[config.mk]
export PLATFORM = sky130hd
export DESIGN_NAME = stop_ctl
export DESIGN_NICKNAME = d
export VERILOG_FILES = /design/src/logic/stop_ctl.v
export VERILOG_INCLUDE_DIRS = /design/src /design/src/logic
export SDC_FILE = /design/constraint.sdc
export NUM_CORES = 1
export LEC_CHECK = 0
export BUFFER_PORTS_ARGS = -buffer_cell sky130_fd_sc_hd__clkbuf_2
export CORE_UTILIZATION = 40
export CTS_BUF_LIST = sky130_fd_sc_hd__clkbuf_16
export CTS_CLUSTER_DIAMETER = 30
export DETAILED_ROUTE_END_ITERATION = 8
export PLACE_DENSITY = 0.75
export SLEW_MARGIN = 20
export SYNTH_ARGS = -nofsm -noshare
export SYNTH_HDL_FRONTEND = slang
export SYNTH_SLANG_ARGS = --single-unit
[constraint.sdc]
create_clock -name clk_sys -period 2.8 [get_ports clk_sys]
set_input_delay 0.7 -clock clk_sys [delete_from_list [all_inputs] [get_ports clk_sys]]
set_output_delay 0.7 -clock clk_sys [all_outputs]
set_load 0.005 [all_outputs]
[src/logic/stop_ctl_defines.vh]
// Purpose: constants for the low-power stop mode controller
// Assumes: apb register map, one 32-bit word per register
// Notes:   offsets are byte addresses
`ifndef STOP_CTL_DEFINES_VH
`define STOP_CTL_DEFINES_VH

`define OFF_CTRL        12'h000
`define OFF_STATUS      12'h004
`define OFF_IRQ_STATUS  12'h008
`define OFF_IRQ_MASK    12'h00c

// control register fields
`define BIT_DEBUG_ENTRY 0
`define BIT_LVD_EN      1
`define BIT_LVD_STOP_EN 2
`define BIT_DEEP_SEL    3
`define BIT_STOP_EN     4
`define BIT_ICS_STOP_EN 5
`define BIT_ADC_ASYNC   6
`define BIT_DEEP_ACK    7
`define CTRL_W          8
`define CTRL_RESET      8'h00

// status register fields
`define ST_RUN          2'h0
`define ST_RETAIN       2'h1
`define ST_DEEP         2'h2
`define ST_HALTED       2'h3

// irq status bits
`define IRQ_W           4
`define IRQ_STOP_ENTRY  0
`define IRQ_WAKE        1
`define IRQ_ILLEGAL     2
`define IRQ_LVD         3

// synchroniser idle levels: reset pin high, all other inputs low
`define SYNC_IDLE       10'h001

// debug command codes
`define CMD_HALT        2'h1
`define CMD_MEM_STATUS  2'h2
`define CMD_OTHER       2'h3
`define RESP_OK         2'h0
`define RESP_STOP_ERR   2'h1
`define RESP_REFUSED    2'h2

`endif

[src/logic/stop_ctl.v]
// Purpose: stop state selection, clock/regulator gating, debug in stop
// Assumes: wake and debug command inputs arrive from other domains
// Notes:   apb slave with sticky write-one-to-clear interrupt status
//
// What this block does
// - halted debug entry only with debug enable
// - debug clock kept running in stop if enabled
// - regulator stays full when debug enabled
// - deep stop becomes retaining stop under debug
// - stopped: refuse commands, mem-status returns error
// - halt command in stop wakes into debug
// - halted debug accepts all commands
// - low-voltage detector raises interrupt or reset
// - lvd in stop keeps regulator active
// - deep stop becomes retaining stop under lvd
// - clock source optionally runs in retaining stop
// - peripheral clocks gated in any stop
// - peripheral clocks gated even with debug
// - converter runs in stop only with async clock and lvd
// - deep stop needs select and stop enable
// - stop while disabled forces illegal-opcode reset
// - retaining stop exits on reset pin or interrupts
`timescale 1ns/1ps
`include "stop_ctl_defines.vh"

module stop_ctl (
	// clock and reset
	input  wire        clk_sys,
	input  wire        arst_n,
	// apb
	input  wire        psel,
	input  wire        penable,
	input  wire        pwrite,
	input  wire [11:0] paddr,
	input  wire [31:0] pwdata,
	output reg  [31:0] prdata,
	output reg         pready,
	output reg         pslverr,
	// core
	input  wire        stop_exec,
	input  wire        reset_pin_n,
	input  wire        wake_timer_irq,
	input  wire        lvd_trip,
	input  wire        conv_irq,
	input  wire        ext_irq,
	input  wire        kbd_irq,
	input  wire        lvd_reset_sel,
	// debug host commands
	input  wire        dbg_cmd_valid,
	input  wire [1:0]  dbg_cmd,
	output reg         dbg_resp_valid,
	output reg  [1:0]  dbg_resp,
	// power and clock controls
	output reg         periph_clk_en,
	output reg         debug_clk_en,
	output reg         regulator_full,
	output reg         ics_run,
	output reg         conv_run,
	output reg         pin_latch,
	output reg         halted_debug,
	output reg         illegal_reset,
	output reg         lvd_reset,
	output reg         irq
);

////////////////////////////////////////////////////////////////////////////
reg         rst_s1_reg;
reg         rst_reg;

always @(posedge clk_sys or negedge arst_n) begin
	if (!arst_n) begin
		rst_s1_reg <= 1'b0;
		rst_reg    <= 1'b0;
	end else begin
		rst_s1_reg <= 1'b1;
		rst_reg    <= rst_s1_reg;
	end
end

////////////////////////////////////////////////////////////////////////////
// two-flop synchronisers for external inputs
localparam SYN_W = 10;
wire [SYN_W-1:0] syn_in;
reg  [SYN_W-1:0] syn1_reg;
reg  [SYN_W-1:0] syn2_reg;

assign syn_in = {dbg_cmd, dbg_cmd_valid, lvd_reset_sel, kbd_irq, ext_irq,
	conv_irq, lvd_trip, wake_timer_irq, reset_pin_n};

always @(posedge clk_sys or negedge rst_reg) begin
	if (!rst_reg) begin
		// idle levels, so the reset pin does not look asserted after reset
		syn1_reg <= `SYNC_IDLE;
		syn2_reg <= `SYNC_IDLE;
	end else begin
		syn1_reg <= syn_in;
		syn2_reg <= syn1_reg;
	end
end

wire       pin_rst_n  = syn2_reg[0];
wire       wake_timer = syn2_reg[1];
wire       lvd_s      = syn2_reg[2];
wire       conv_s     = syn2_reg[3];
wire       ext_s      = syn2_reg[4];
wire       kbd_s      = syn2_reg[5];
wire       lvd_rsel   = syn2_reg[6];
wire       cmd_lvl    = syn2_reg[7];
wire [1:0] cmd_s      = syn2_reg[9:8];

reg        cmd_lvl_d_reg;
wire       cmd_pulse = cmd_lvl & ~cmd_lvl_d_reg;

////////////////////////////////////////////////////////////////////////////
// registers
reg  [`CTRL_W-1:0] ctrl_reg;
reg  [`IRQ_W-1:0]  irq_stat_reg;
reg  [`IRQ_W-1:0]  irq_mask_reg;
reg  [1:0]         state_reg;
reg                deep_flag_reg;
reg                dbg_keep_reg;
reg  [`IRQ_W-1:0]  irq_set;

wire dbg_en   = ctrl_reg[`BIT_DEBUG_ENTRY];
wire lvd_stop = ctrl_reg[`BIT_LVD_EN] & ctrl_reg[`BIT_LVD_STOP_EN];
wire wr_acc   = psel & penable & pwrite;
wire ack_wr   = wr_acc & (paddr == `OFF_CTRL) & pwdata[`BIT_DEEP_ACK];

// a lvd interrupt is only raised when reset was not chosen
wire lvd_irq  = lvd_s & ~lvd_rsel;
wire wake_any = ~pin_rst_n | wake_timer | lvd_irq | conv_s | ext_s
	| kbd_s;
wire deep_wake = ~pin_rst_n | wake_timer | ext_s;
wire halt_cmd = cmd_pulse & (cmd_s == `CMD_HALT);

////////////////////////////////////////////////////////////////////////////
// stop state machine
reg  [1:0] state_next;
reg        illegal_next;

always @* begin
	state_next   = state_reg;
	illegal_next = 1'b0;
	irq_set      = {`IRQ_W{1'b0}};
	irq_set[`IRQ_LVD] = lvd_irq;
	case (state_reg)
	`ST_RUN: begin
		if (halt_cmd && dbg_en)
			state_next = `ST_HALTED;
		else if (stop_exec) begin
			if (!ctrl_reg[`BIT_STOP_EN])
				illegal_next = 1'b1;
			else begin
				irq_set[`IRQ_STOP_ENTRY] = 1'b1;
				// select evaluated at the stop instruction
				if (ctrl_reg[`BIT_DEEP_SEL] && !dbg_en && !lvd_stop)
					state_next = `ST_DEEP;
				else
					state_next = `ST_RETAIN;
			end
		end
	end
	`ST_RETAIN: begin
		if (halt_cmd && dbg_keep_reg) begin
			state_next = `ST_HALTED;
			irq_set[`IRQ_WAKE] = 1'b1;
		end else if (wake_any) begin
			state_next = `ST_RUN;
			irq_set[`IRQ_WAKE] = 1'b1;
		end
	end
	`ST_DEEP: begin
		if (deep_wake) begin
			state_next = `ST_RUN;
			irq_set[`IRQ_WAKE] = 1'b1;
		end
	end
	`ST_HALTED: begin
		// leave debug only on the other command (code 3), and only while debug entry is disabled
		if (cmd_pulse && cmd_s == `CMD_OTHER && !dbg_en)
			state_next = `ST_RUN;
	end
	default: state_next = `ST_RUN;
	endcase
	if (illegal_next)
		irq_set[`IRQ_ILLEGAL] = 1'b1;
end

wire stopped_next = (state_next == `ST_RETAIN) || (state_next == `ST_DEEP);

always @(posedge clk_sys or negedge rst_reg) begin
	if (!rst_reg) begin
		state_reg      <= `ST_RUN;
		dbg_keep_reg   <= 1'b0;
		deep_flag_reg  <= 1'b0;
		cmd_lvl_d_reg  <= 1'b0;
		periph_clk_en  <= 1'b1;
		debug_clk_en   <= 1'b1;
		regulator_full <= 1'b1;
		ics_run        <= 1'b1;
		conv_run       <= 1'b1;
		pin_latch      <= 1'b0;
		halted_debug   <= 1'b0;
		illegal_reset  <= 1'b0;
		lvd_reset      <= 1'b0;
		dbg_resp_valid <= 1'b0;
		dbg_resp       <= `RESP_OK;
	end else begin
		state_reg     <= state_next;
		cmd_lvl_d_reg <= cmd_lvl;
		if (state_reg == `ST_RUN && stop_exec)
			dbg_keep_reg <= dbg_en;
		if (state_reg == `ST_DEEP && state_next == `ST_RUN)
			deep_flag_reg <= 1'b1;
		else if (ack_wr)
			deep_flag_reg <= 1'b0;
		illegal_reset <= illegal_next;
		lvd_reset     <= lvd_s & lvd_rsel;
		periph_clk_en <= ~stopped_next;
		// stop outputs are chosen once, at entry, and held while stopped,
		// so settings written during stop or left from an earlier stop
		// cannot change them
		if (stopped_next && state_reg == `ST_RUN) begin
			debug_clk_en <= dbg_en;
			regulator_full <= (state_next == `ST_RETAIN) &&
				(dbg_en || lvd_stop);
			// the clock source stays active while debug is kept alive
			ics_run <= (state_next == `ST_RETAIN) &&
				(ctrl_reg[`BIT_ICS_STOP_EN] || dbg_en);
			conv_run <= (state_next == `ST_RETAIN) &&
				ctrl_reg[`BIT_ADC_ASYNC] && lvd_stop;
		end else if (!stopped_next) begin
			debug_clk_en   <= 1'b1;
			regulator_full <= 1'b1;
			ics_run        <= 1'b1;
			conv_run       <= 1'b1;
		end
		// pins latch on deep entry, held until acknowledge
		if (state_next == `ST_DEEP)
			pin_latch <= 1'b1;
		else if (ack_wr)
			pin_latch <= 1'b0;
		halted_debug <= (state_next == `ST_HALTED);
		dbg_resp_valid <= cmd_pulse;
		if (cmd_pulse) begin
			if (state_reg == `ST_HALTED)
				dbg_resp <= `RESP_OK;
			else if (state_reg == `ST_RUN)
				dbg_resp <= (cmd_s == `CMD_OTHER) ? `RESP_REFUSED
					: `RESP_OK;
			else if (cmd_s == `CMD_MEM_STATUS)
				dbg_resp <= `RESP_STOP_ERR;
			else if (cmd_s == `CMD_HALT && dbg_keep_reg)
				dbg_resp <= `RESP_OK;
			else
				dbg_resp <= `RESP_REFUSED;
		end
	end
end

////////////////////////////////////////////////////////////////////////////
// apb slave, zero wait states
wire        rd_acc = psel & ~penable & ~pwrite;
reg  [31:0] rd_next;

always @* begin
	case (paddr)
	`OFF_CTRL:       rd_next = {24'h000000, 1'b0, ctrl_reg[6:0]};
	`OFF_STATUS:     rd_next = {28'h0000000, pin_latch, deep_flag_reg,
		state_reg};
	`OFF_IRQ_STATUS: rd_next = {28'h0000000, irq_stat_reg};
	`OFF_IRQ_MASK:   rd_next = {28'h0000000, irq_mask_reg};
	default:         rd_next = 32'h00000000;
	endcase
end

wire mapped = (paddr == `OFF_CTRL) || (paddr == `OFF_STATUS) ||
	(paddr == `OFF_IRQ_STATUS) || (paddr == `OFF_IRQ_MASK);

always @(posedge clk_sys or negedge rst_reg) begin
	if (!rst_reg) begin
		ctrl_reg     <= `CTRL_RESET;
		irq_stat_reg <= {`IRQ_W{1'b0}};
		irq_mask_reg <= {`IRQ_W{1'b0}};
		prdata       <= 32'h00000000;
		pready       <= 1'b0;
		pslverr      <= 1'b0;
		irq          <= 1'b0;
	end else begin
		pready  <= psel & ~penable;
		pslverr <= psel & ~penable & ~mapped;
		if (rd_acc)
			prdata <= rd_next;
		if (wr_acc && paddr == `OFF_CTRL)
			ctrl_reg <= {1'b0, pwdata[6:0]};
		if (wr_acc && paddr == `OFF_IRQ_MASK)
			irq_mask_reg <= pwdata[`IRQ_W-1:0];
		// set wins over write-one-to-clear
		if (wr_acc && paddr == `OFF_IRQ_STATUS)
			irq_stat_reg <= (irq_stat_reg & ~pwdata[`IRQ_W-1:0]) | irq_set;
		else
			irq_stat_reg <= irq_stat_reg | irq_set;
		irq <= |(irq_stat_reg & irq_mask_reg);
	end
end

endmodule // stop_ctl

Word level (Yosys, flattened, before mapping)
Index checks and enable logic that the tools add are counted.
{"block": "word_totals", "elab_cells": 137, "regBits": 89, "in_bits": 60, "out_inout_bits": 47}
{"block": "op_classes", "bitwise": 30, "n_mux": 37, "n_eq_ne": 13, "n_reduce_logical": 31}
{"cell": "7-bit case mux with 4 select lines", "count": 1}
{"cell": "2-bit two-way mux", "count": 13}
{"cell": "12-bit by 4-bit equality test with 1-bit output (second input constant)", "count": 2}
{"cell": "1-bit two-way mux", "count": 20}
{"cell": "1-bit logical AND", "count": 17}
{"cell": "1-bit bitwise AND", "count": 12}
{"cell": "12-bit by 3-bit equality test with 1-bit output (second input constant)", "count": 1}
{"cell": "2-bit equality test (second input constant)", "count": 6}
{"cell": "12-bit logical NOT", "count": 1}
{"cell": "4-bit bitwise AND", "count": 2}
{"cell": "4-bit OR", "count": 2}
{"cell": "2-bit case mux with 4 select lines", "count": 1}
{"cell": "1-bit NOT", "count": 7}
{"cell": "2-bit by 1-bit equality test with 1-bit output (second input constant)", "count": 3}
{"cell": "1-bit logical OR", "count": 6}
{"cell": "1-bit OR", "count": 6}
{"cell": "2-bit logical NOT", "count": 2}
{"cell": "4-bit two-way mux", "count": 1}
{"cell": "4-bit NOT", "count": 1}
{"cell": "2-bit nonzero test", "count": 2}
{"cell": "4-bit OR reduction", "count": 1}
{"cell": "1-bit logical NOT", "count": 2}
{"cell": "2-bit by 1-bit inequality test with 1-bit output (second input constant)", "count": 1}
{"cell": "1-bit case mux with 2 select lines", "count": 1}

Longest topological paths before layout
Gate-level depths: netlist of the first run.
{"block": "depth", "word_depth": 13, "mapped_depth": 12, "ltp_nobuf": 11}

Worst setup path after synthesis of the first run
No wires, ideal clock.
{"block": "synth_timing", "path_kind": "register -> register", "startpoint": "register state_reg[1]", "endpoint": "register conv_run", "period_less_slack_ns": 2.099, "setup_ns": 0.061, "setup_slack_ns": 0.701, "stages_incl_launch_ff": 13, "arrival_time_ns": 2.038, "n_path_buf": 1, "path_cell_list": "dfrtp_1 inv_1 ha_1 clkbuf_1 a31oi_1 o21ai_0 a21oi_1 a211oi_1 ha_1 nand4_1 nand2_1 o21ai_0 nand2_1"}
{"block": "synth_via", "word_cells_on_any_way": 20, "classes_between": "eq/ne: 6; mux: 9; reduce/logical: 5"}
{"element": "from (decl)", "line_no": "stop_ctl.v:119", "source": "reg [1:0] state_reg;"}
{"element": "from (signal assigned)", "line_no": "stop_ctl.v:193", "source": "state_reg <= `ST_RUN;"}
{"element": "from (signal assigned)", "line_no": "stop_ctl.v:209", "source": "state_reg <= state_next;"}
{"element": "2-bit equality test, or another cell as far along", "line_no": "stop_ctl.v:146", "source": "case (state_reg)"}
{"element": "2-bit case mux with 4 select lines (*)", "line_no": "stop_ctl.v:146"}
{"element": "net state_next[0]", "line_no": "stop_ctl.v:138", "source": "reg [1:0] state_next;"}
{"element": "2-bit by 1-bit equality test with 1-bit output (no line) / 2-bit equality test (equally long branches)"}
{"element": "1-bit logical OR / 1-bit logical AND (equally long branches)", "line_no": "stop_ctl.v:189, stop_ctl.v:230"}
{"element": "1-bit logical AND (on tied branches)"}
{"element": "2-bit by 1-bit inequality test with 1-bit output (no line) / 1-bit two-way mux (equally long branches)"}
{"element": "to (signal assigned)", "line_no": "stop_ctl.v:230", "source": "conv_run <= (state_next == `ST_RETAIN) &&"}
{"element": "to (decl)", "line_no": "stop_ctl.v:58", "source": "output reg conv_run,"}
Mark *: on every way through the listed nets, which the timed path passes. The rest lies on a longest branch.
A chain may end at the register's enable or synchronous reset.

Worst setup path in the final report of the first run
{"block": "layout_timing", "startpoint": "register syn2_reg[0]", "endpoint": "register regulator_full"}
{"block": "layout_via", "elab_chain_len": 13, "word_cells_on_any_way": 18, "classes_between": "eq/ne: 3; mux: 5; bitwise: 7; reduce/logical: 3"}
{"element": "from (decl)", "line_no": "stop_ctl.v:85", "source": "reg [SYN_W-1:0] syn2_reg;"}
{"element": "from (signal assigned)", "line_no": "stop_ctl.v:94", "source": "syn2_reg <= `SYNC_IDLE;"}
{"element": "from (signal assigned)", "line_no": "stop_ctl.v:97", "source": "syn2_reg <= syn1_reg;"}
{"element": "1-bit NOT (*)", "line_no": "stop_ctl.v:131, stop_ctl.v:133"}
{"element": "1-bit OR (*)", "line_no": "stop_ctl.v:131, stop_ctl.v:133"}
{"element": "1-bit OR (3 in a row)", "line_no": "stop_ctl.v:131", "source": "wire wake_any = ~pin_rst_n | wake_timer | lvd_irq | conv_s | ext_s"}
{"element": "1-bit OR", "line_no": "stop_ctl.v:132", "source": "| kbd_s;"}
{"element": "2-bit two-way mux", "line_no": "stop_ctl.v:167", "source": "end else if (wake_any) begin"}
{"element": "2-bit two-way mux", "line_no": "stop_ctl.v:164", "source": "if (halt_cmd && dbg_keep_reg) begin"}
{"element": "2-bit case mux with 4 select lines (*)", "line_no": "stop_ctl.v:146"}
{"element": "2-bit by 1-bit equality test with 1-bit output (no line) / 2-bit equality test (equally long branches)"}
{"element": "1-bit logical OR", "line_no": "stop_ctl.v:189", "source": "wire stopped_next = (state_next == `ST_RETAIN) || (state_next == `ST_DEEP);"}
{"element": "1-bit logical AND (no line)"}
{"element": "2-bit by 1-bit inequality test with 1-bit output (no line) / 1-bit two-way mux (equally long branches)"}
{"element": "to (signal assigned)", "line_no": "stop_ctl.v:225", "source": "regulator_full <= (state_next == `ST_RETAIN) &&"}
{"element": "to (decl)", "line_no": "stop_ctl.v:56", "source": "output reg regulator_full,"}
Every way passes the cells marked *; elsewhere a longest branch is shown, timed or not.

==> impl_metrics.env, run 1 <==
export IMPL_status="complete, no violations"
export IMPL_use_met2_pct=27.0
export IMPL_netlist_top_cells_area="dfrtp_1, buf_4, dfstp_2, ha_1, nand2_1"
export IMPL_leakage_nw=1.66
export IMPL_synth_most_common_cell="dfrtp_1"
export IMPL_finClkSkew_ps=5.96
export IMPL_die_area_mm2=0.00750
export IMPL_crit_fanout=5
export IMPL_combPwrFrac_pct=20.1
export IMPL_grt_util_all_layers_pct=15.6
export IMPL_synth_edf_count=0
export IMPL_ant_nets=0
export IMPL_maxCapViolCount=0
export IMPL_clkPwrFrac_pct=38.6
export IMPL_setup_tns_final_ps=0
export IMPL_cts_made_buffers=9
export IMPL_post_drt_wl_per_cell_um=13.2
export IMPL_antenna_found_initial=0
export IMPL_io_buffers=57
export IMPL_synth_top_area_cell="dfrtp_1"
export IMPL_dieWidth_um=86.6
export IMPL_syn_area_per_cell_um2=12.3
export IMPL_yosysSeqAreaShare_pct=56.2
export IMPL_path_class="register to register"
export IMPL_clkLatencyLatePin_ps=330
export IMPL_vdd_drop_max_uv=589
export IMPL_drc_errors=0
export IMPL_slew_viol_final=0
export IMPL_synth_seq_cells=64
export IMPL_syn2layout_area_growth_pct=20.4
export IMPL_vias_per_cell=4.69
export IMPL_fill_cells=628
export IMPL_crit_arrival_ps=2660
export IMPL_grt_use_met3_pct=4.86
export IMPL_fp_row_count=30
export IMPL_cts_tree="done"
export IMPL_ys_types=43
export IMPL_final_util_pct=50.2
export IMPL_cts_hold_buf=0
export IMPL_switching_share_pct=27.7
export IMPL_grt_pass1_wl_um=8620
export IMPL_final_nets=366
export IMPL_cts_htree_levels=3
export IMPL_synth_cells=232
export IMPL_max_slew_margin_pct=59.1
export IMPL_insertedDiodeCount=0
export IMPL_seq_power_share_pct=41.3
export IMPL_ios=107
export IMPL_start_util_pct=41.7
export IMPL_clk_pin_slew_ps=50
export IMPL_finalWorstPathRequiredPeriod_ps=2430
export IMPL_grt_pass1_vias=1866
export IMPL_power_internal_mw=1.95
export IMPL_drive_gt1_share_pct=35.6
export IMPL_p_sw_mw=0.745
export IMPL_top_usage_layer="met2"
export IMPL_max_freq_mhz=411
export IMPL_cp_data_required_time_ps=3030
export IMPL_min_path_type="primary input to asynchronous set/reset pin"
export IMPL_fin_crit_sh_pct=86.8
export IMPL_worstSetupEndpointType="register"
export IMPL_postCtsSetupRepairBufs=0
export IMPL_dr_pass1_iters=6
export IMPL_rsz0062_at_grt="no"
export IMPL_vias=1872
export IMPL_cts_resized=0
export IMPL_p_per_area_mw_per_mm2=781
export IMPL_hold_viol=0
export IMPL_startpoint_type="register"
export IMPL_synth_top_area_share_pct=49.8
export IMPL_async_flop_share_pct=100
export IMPL_worst_pin_slew_ps=608
export IMPL_drt_total_wl_um=5270
export IMPL_root_buffer="clkbuf_16"
export IMPL_clockBufferDepth=2
export IMPL_overflow=0
export IMPL_clock_sinks=64
export IMPL_core_area_mm2=0.00687
export IMPL_die_h_um=86.6
export IMPL_grtUsageMet1_pct=17.2
export IMPL_yosys_top_cells_count="dfrtp_1, buf_4, nand2_1, o21ai_0"
export IMPL_reg2regPathDepth=7
export IMPL_synth_top_flop_cell="dfrtp_1"
export IMPL_drt_initial_drc_count=67
export IMPL_grt_max_degree=50
export IMPL_gp_congestion=0.772
export IMPL_synth_area_mm2=0.00286
export IMPL_setup_viol=0
export IMPL_dp_hpwl_um=3810
export IMPL_yosysWarnings=0
==> worst max-delay path, stage by stage, from the launching register on <==
cell	delay, ps
dfstp_2	510
nor3b_2	260
nand3_1	150
o31ai_1	370
a21boi_0	300
o221ai_1	200
ha_1	420
o221ai_1	140
==> path summary, 6_finish.rpt <==
| check | from | end | slack (ps) |
|---|---|---|---|
| max | syn2_reg[0] | regulator_full | 370 |
| min | arst_n | rst_reg | 150 |
| max reg2reg | syn2_reg[0] | regulator_full | 370 |
| min reg2reg | syn1_reg[6] | syn2_reg[6] | 340 |
| max in group asynchronous | rst_reg | irq_stat_reg[0] | 1900 |
| min in group clk_sys | syn1_reg[6] | syn2_reg[6] | 340 |
==> cell type report <==
cell class              instances  area, um^2  area share [%]
multi-input cells             153        1080            31.4
clock buffers                   9         225            6.53
clock inverters                 7        55.1            1.60
flip-flops and latches         64        1610            46.8
inverters                       9        33.8           0.980
repair buffers                 61         315            9.15
well taps                      96         120            3.48
==> logic make-up after synthesis <==
| family | count (synthesis) | share of synthesized area [%] |
|---|---|---|
| compound gates | 37 | 8.61 |
| fa+ha+maj | 8 | 3.50 |
| buf+inv | 39 | 9.09 |
| flops | 64 | 56.2 |
| mux | 17 | 8.74 |
| other cells | 2 | 0.262 |
| simple gates | 65 | 13.6 |
==> through the flow <==
stage	instances	power, mW	hold WS (ps)	area, um^2	worst slack (ps)
detailed placement	383	1.66	335	3160	371
floorplan	256	1.49	331	2950	701
CTS	399	2.72	138	3440	364
global route	399	2.84	140	3450	98.6
global placement	383	1.65	331	3160	462
finish	399	2.69	147	3450	369
==> routing by layer <==
metal	wire [um]	share of wire (%)
met5	0	0
met4	84	1.6
met3	309	5.9
met2	2590	49
met1	2290	43
==> cells in the final DEF (no fill, tap or decap), types with 2 or more instances in the layout <==
cell type   n
a211oi_1    3
a21oi_1     5
a22o_1      2
a22oi_1     2
a31oi_1     3
buf_4       4
clkbuf_16   9
clkbuf_2   57
clkinv_1    2
clkinv_2    2
conb_1     26
dfrtp_1    56
dfstp_2     7
ha_1        8
inv_1      11
mux2_2      8
mux2_4      4
mux4_2      4
nand2_1    25
nand2b_1    3
nand3_1     2
nand3_4     2
nand4_1     9
nor2_1      7
nor2_4      2
nor2b_1     4
nor3_1      2
nor4_2      2
o21ai_0    10
o221ai_1    3
o31ai_1     3
==> power groups by stage <==
stage | logic, mW | registers, mW | clock network (mW)
final | 0.541 | 1.11 | 1.04
after global placement | 0.520 | 1.13 | 0
after global routing | 0.614 | 1.13 | 1.10
after floorplan | 0.377 | 1.12 | 0
after detailed placement | 0.534 | 1.13 | 0
after CTS | 0.542 | 1.11 | 1.07
(Power assumes the default switching activity.)
==> inputs of run 2 (changes only) <==
Settings changed: CORE_ASPECT_RATIO from default to 1.1.
==> run 2 against run 1 <==
Core utilization increased by 0.24 points. Die area barely moved. Worst hold slack gained 2.2 ps. Fmax rose by 0.56%. Setup slack gained 14 ps. Routed wire length shrank 0.82%. Cell count decreased by 3.5%. Sequential power is essentially flat. Critical path depth unchanged. Flip-flop and latch count stayed put. Final area down 1.3%. Largest power group unchanged.
==> impl_metrics.env, run 2 (same netlist as run 1, synthesis figures left out) <==
export IMPL_dr_pass1_iters=4
export IMPL_fin_crit_sh_pct=86.3
export IMPL_startpoint_type="register"
export IMPL_max_freq_mhz=414
export IMPL_vdd_drop_max_uv=388
export IMPL_start_util_pct=42.4
export IMPL_core_area_mm2=0.00675
export IMPL_setup_tns_final_ps=0
export IMPL_root_buffer="clkbuf_16"
export IMPL_p_total_mw=2.58
export IMPL_clkLatencyLatePin_ps=330
export IMPL_hold_viol=0
export IMPL_cp_data_required_time_ps=3030
export IMPL_rsz0062_at_grt="no"
export IMPL_rr_endpoint="regulator_full"
export IMPL_dp_hpwl_um=3960
export IMPL_insertedDiodeCount=0
export IMPL_ant_nets=0
export IMPL_ios=107
export IMPL_cts_tree="done"
export IMPL_gp_congestion=0.809
export IMPL_dieWidth_um=82.7
export IMPL_layout_cells_most_common="clkbuf_2"
export IMPL_die_h_um=90.7
export IMPL_final_cell_mix="clkbuf_2, dfrtp_1, conb_1, nand2_1, inv_1"
export IMPL_vias=1913
export IMPL_io_buffers=57
export IMPL_rr_startpoint="syn2_reg[0]"
export IMPL_drc_errors=0
export IMPL_grt_pass1_wl_um=8530
export IMPL_reg2regPathDepth=7
export IMPL_grt_pass1_vias=1782
export IMPL_leakage_nw=1.66
export IMPL_drt_total_wl_um=5230
export IMPL_worstSetupEndpointType="register"
export IMPL_final_nets=367
export IMPL_finalWorstPathRequiredPeriod_ps=2420
export IMPL_place_area_mm2=0.00315
export IMPL_maxCapViolCount=0
export IMPL_clock_sinks=64
export IMPL_grt_util_all_layers_pct=15.7
export IMPL_post_drt_wl_per_cell_um=13.6
export IMPL_grt_max_degree=26
export IMPL_path_class="register to register"
export IMPL_r2r_slack_ps=380
export IMPL_clockBufferDepth=2
export IMPL_min_path_type="primary input to asynchronous set/reset pin"
export IMPL_slew_viol_final=0
export IMPL_setup_viol=0
export IMPL_drt_initial_drc_count=86
export IMPL_die_area_mm2=0.00750
export IMPL_crit_fanout=5
export IMPL_syn2layout_area_growth_pct=18.8
export IMPL_status="complete, no violations"
export IMPL_cts_resized=0
export IMPL_cts_htree_levels=3
export IMPL_finClkSkew_ps=5.84
export IMPL_drive_gt1_share_pct=35.3
export IMPL_crit_arrival_ps=2650
export IMPL_overflow=0
export IMPL_postCtsSetupRepairBufs=0
export IMPL_design_area_mm2=0.00340
export IMPL_cts_made_buffers=9
export IMPL_vias_per_cell=4.97
export IMPL_clk_pin_slew_ps=50
export IMPL_antenna_found_initial=0
export IMPL_crit_start="syn2_reg[0]"
export IMPL_cts_hold_buf=0
export IMPL_p_per_area_mw_per_mm2=757
export IMPL_fp_row_count=31
[run 2: cell types whose count changed in the layout (fill, tap and decap cells not counted), sizes merged]
cell    before  now
clkinv       4    2
inv         11   13
bufinv       1    0
buf          4    5
[run 2: layout make-up]
class                   count  area [um^2]
clock buffers               9          225
multi-input cells         153         1080
inverters                   9         33.8
repair buffers             62          323
flip-flops and latches     64         1610
clock inverters             6         23.8
well taps                  82          103
fillers                   617         3350
[run 2: worst max-delay path by stage]
stage                           endpoint  slack (ps)
after floorplan                 conv_run         700
after global placement    regulator_full         470
after detailed placement  regulator_full         390
after CTS                 regulator_full         380
after global routing      regulator_full         140
final                     regulator_full         380
[run 2: per-layer routing]
layer	track usage (%)	up-vias	wire length [um]
met5	0	-	0
met4	8.33	0	157
met3	6.57	17	387
met2	23.7	73	2550
met1	18.5	922	2130
li1	-	901	-
[run 2: power by group]
part	switching [mW]	internal (mW)	total, mW
combinational	0.311	0.233	0.544
clock	0.353	0.573	0.926
sequential	0.0639	1.04	1.11
[run 2: metrics by stage]
stage / worst slack [ps] / hold slack [ps] / utilization (%) / cells
after CTS: 381 / 135 / 50.4 / 385
final: 382 / 150 / 50.4 / 385
after global routing: 137 / 143 / 50.4 / 385
after global placement: 473 / 169 / 46.7 / 370
after detailed placement: 389 / 174 / 46.7 / 370
after floorplan: 701 / 331 / - / 256
[run 2: worst max-delay path: stages (launching register included)]
cell      delay [ps]
dfstp_2          500
nor3b_2          260
nand3_1          160
o31ai_1          380
a21boi_0         300
o221ai_1         180
ha_1             400
o221ai_1         140
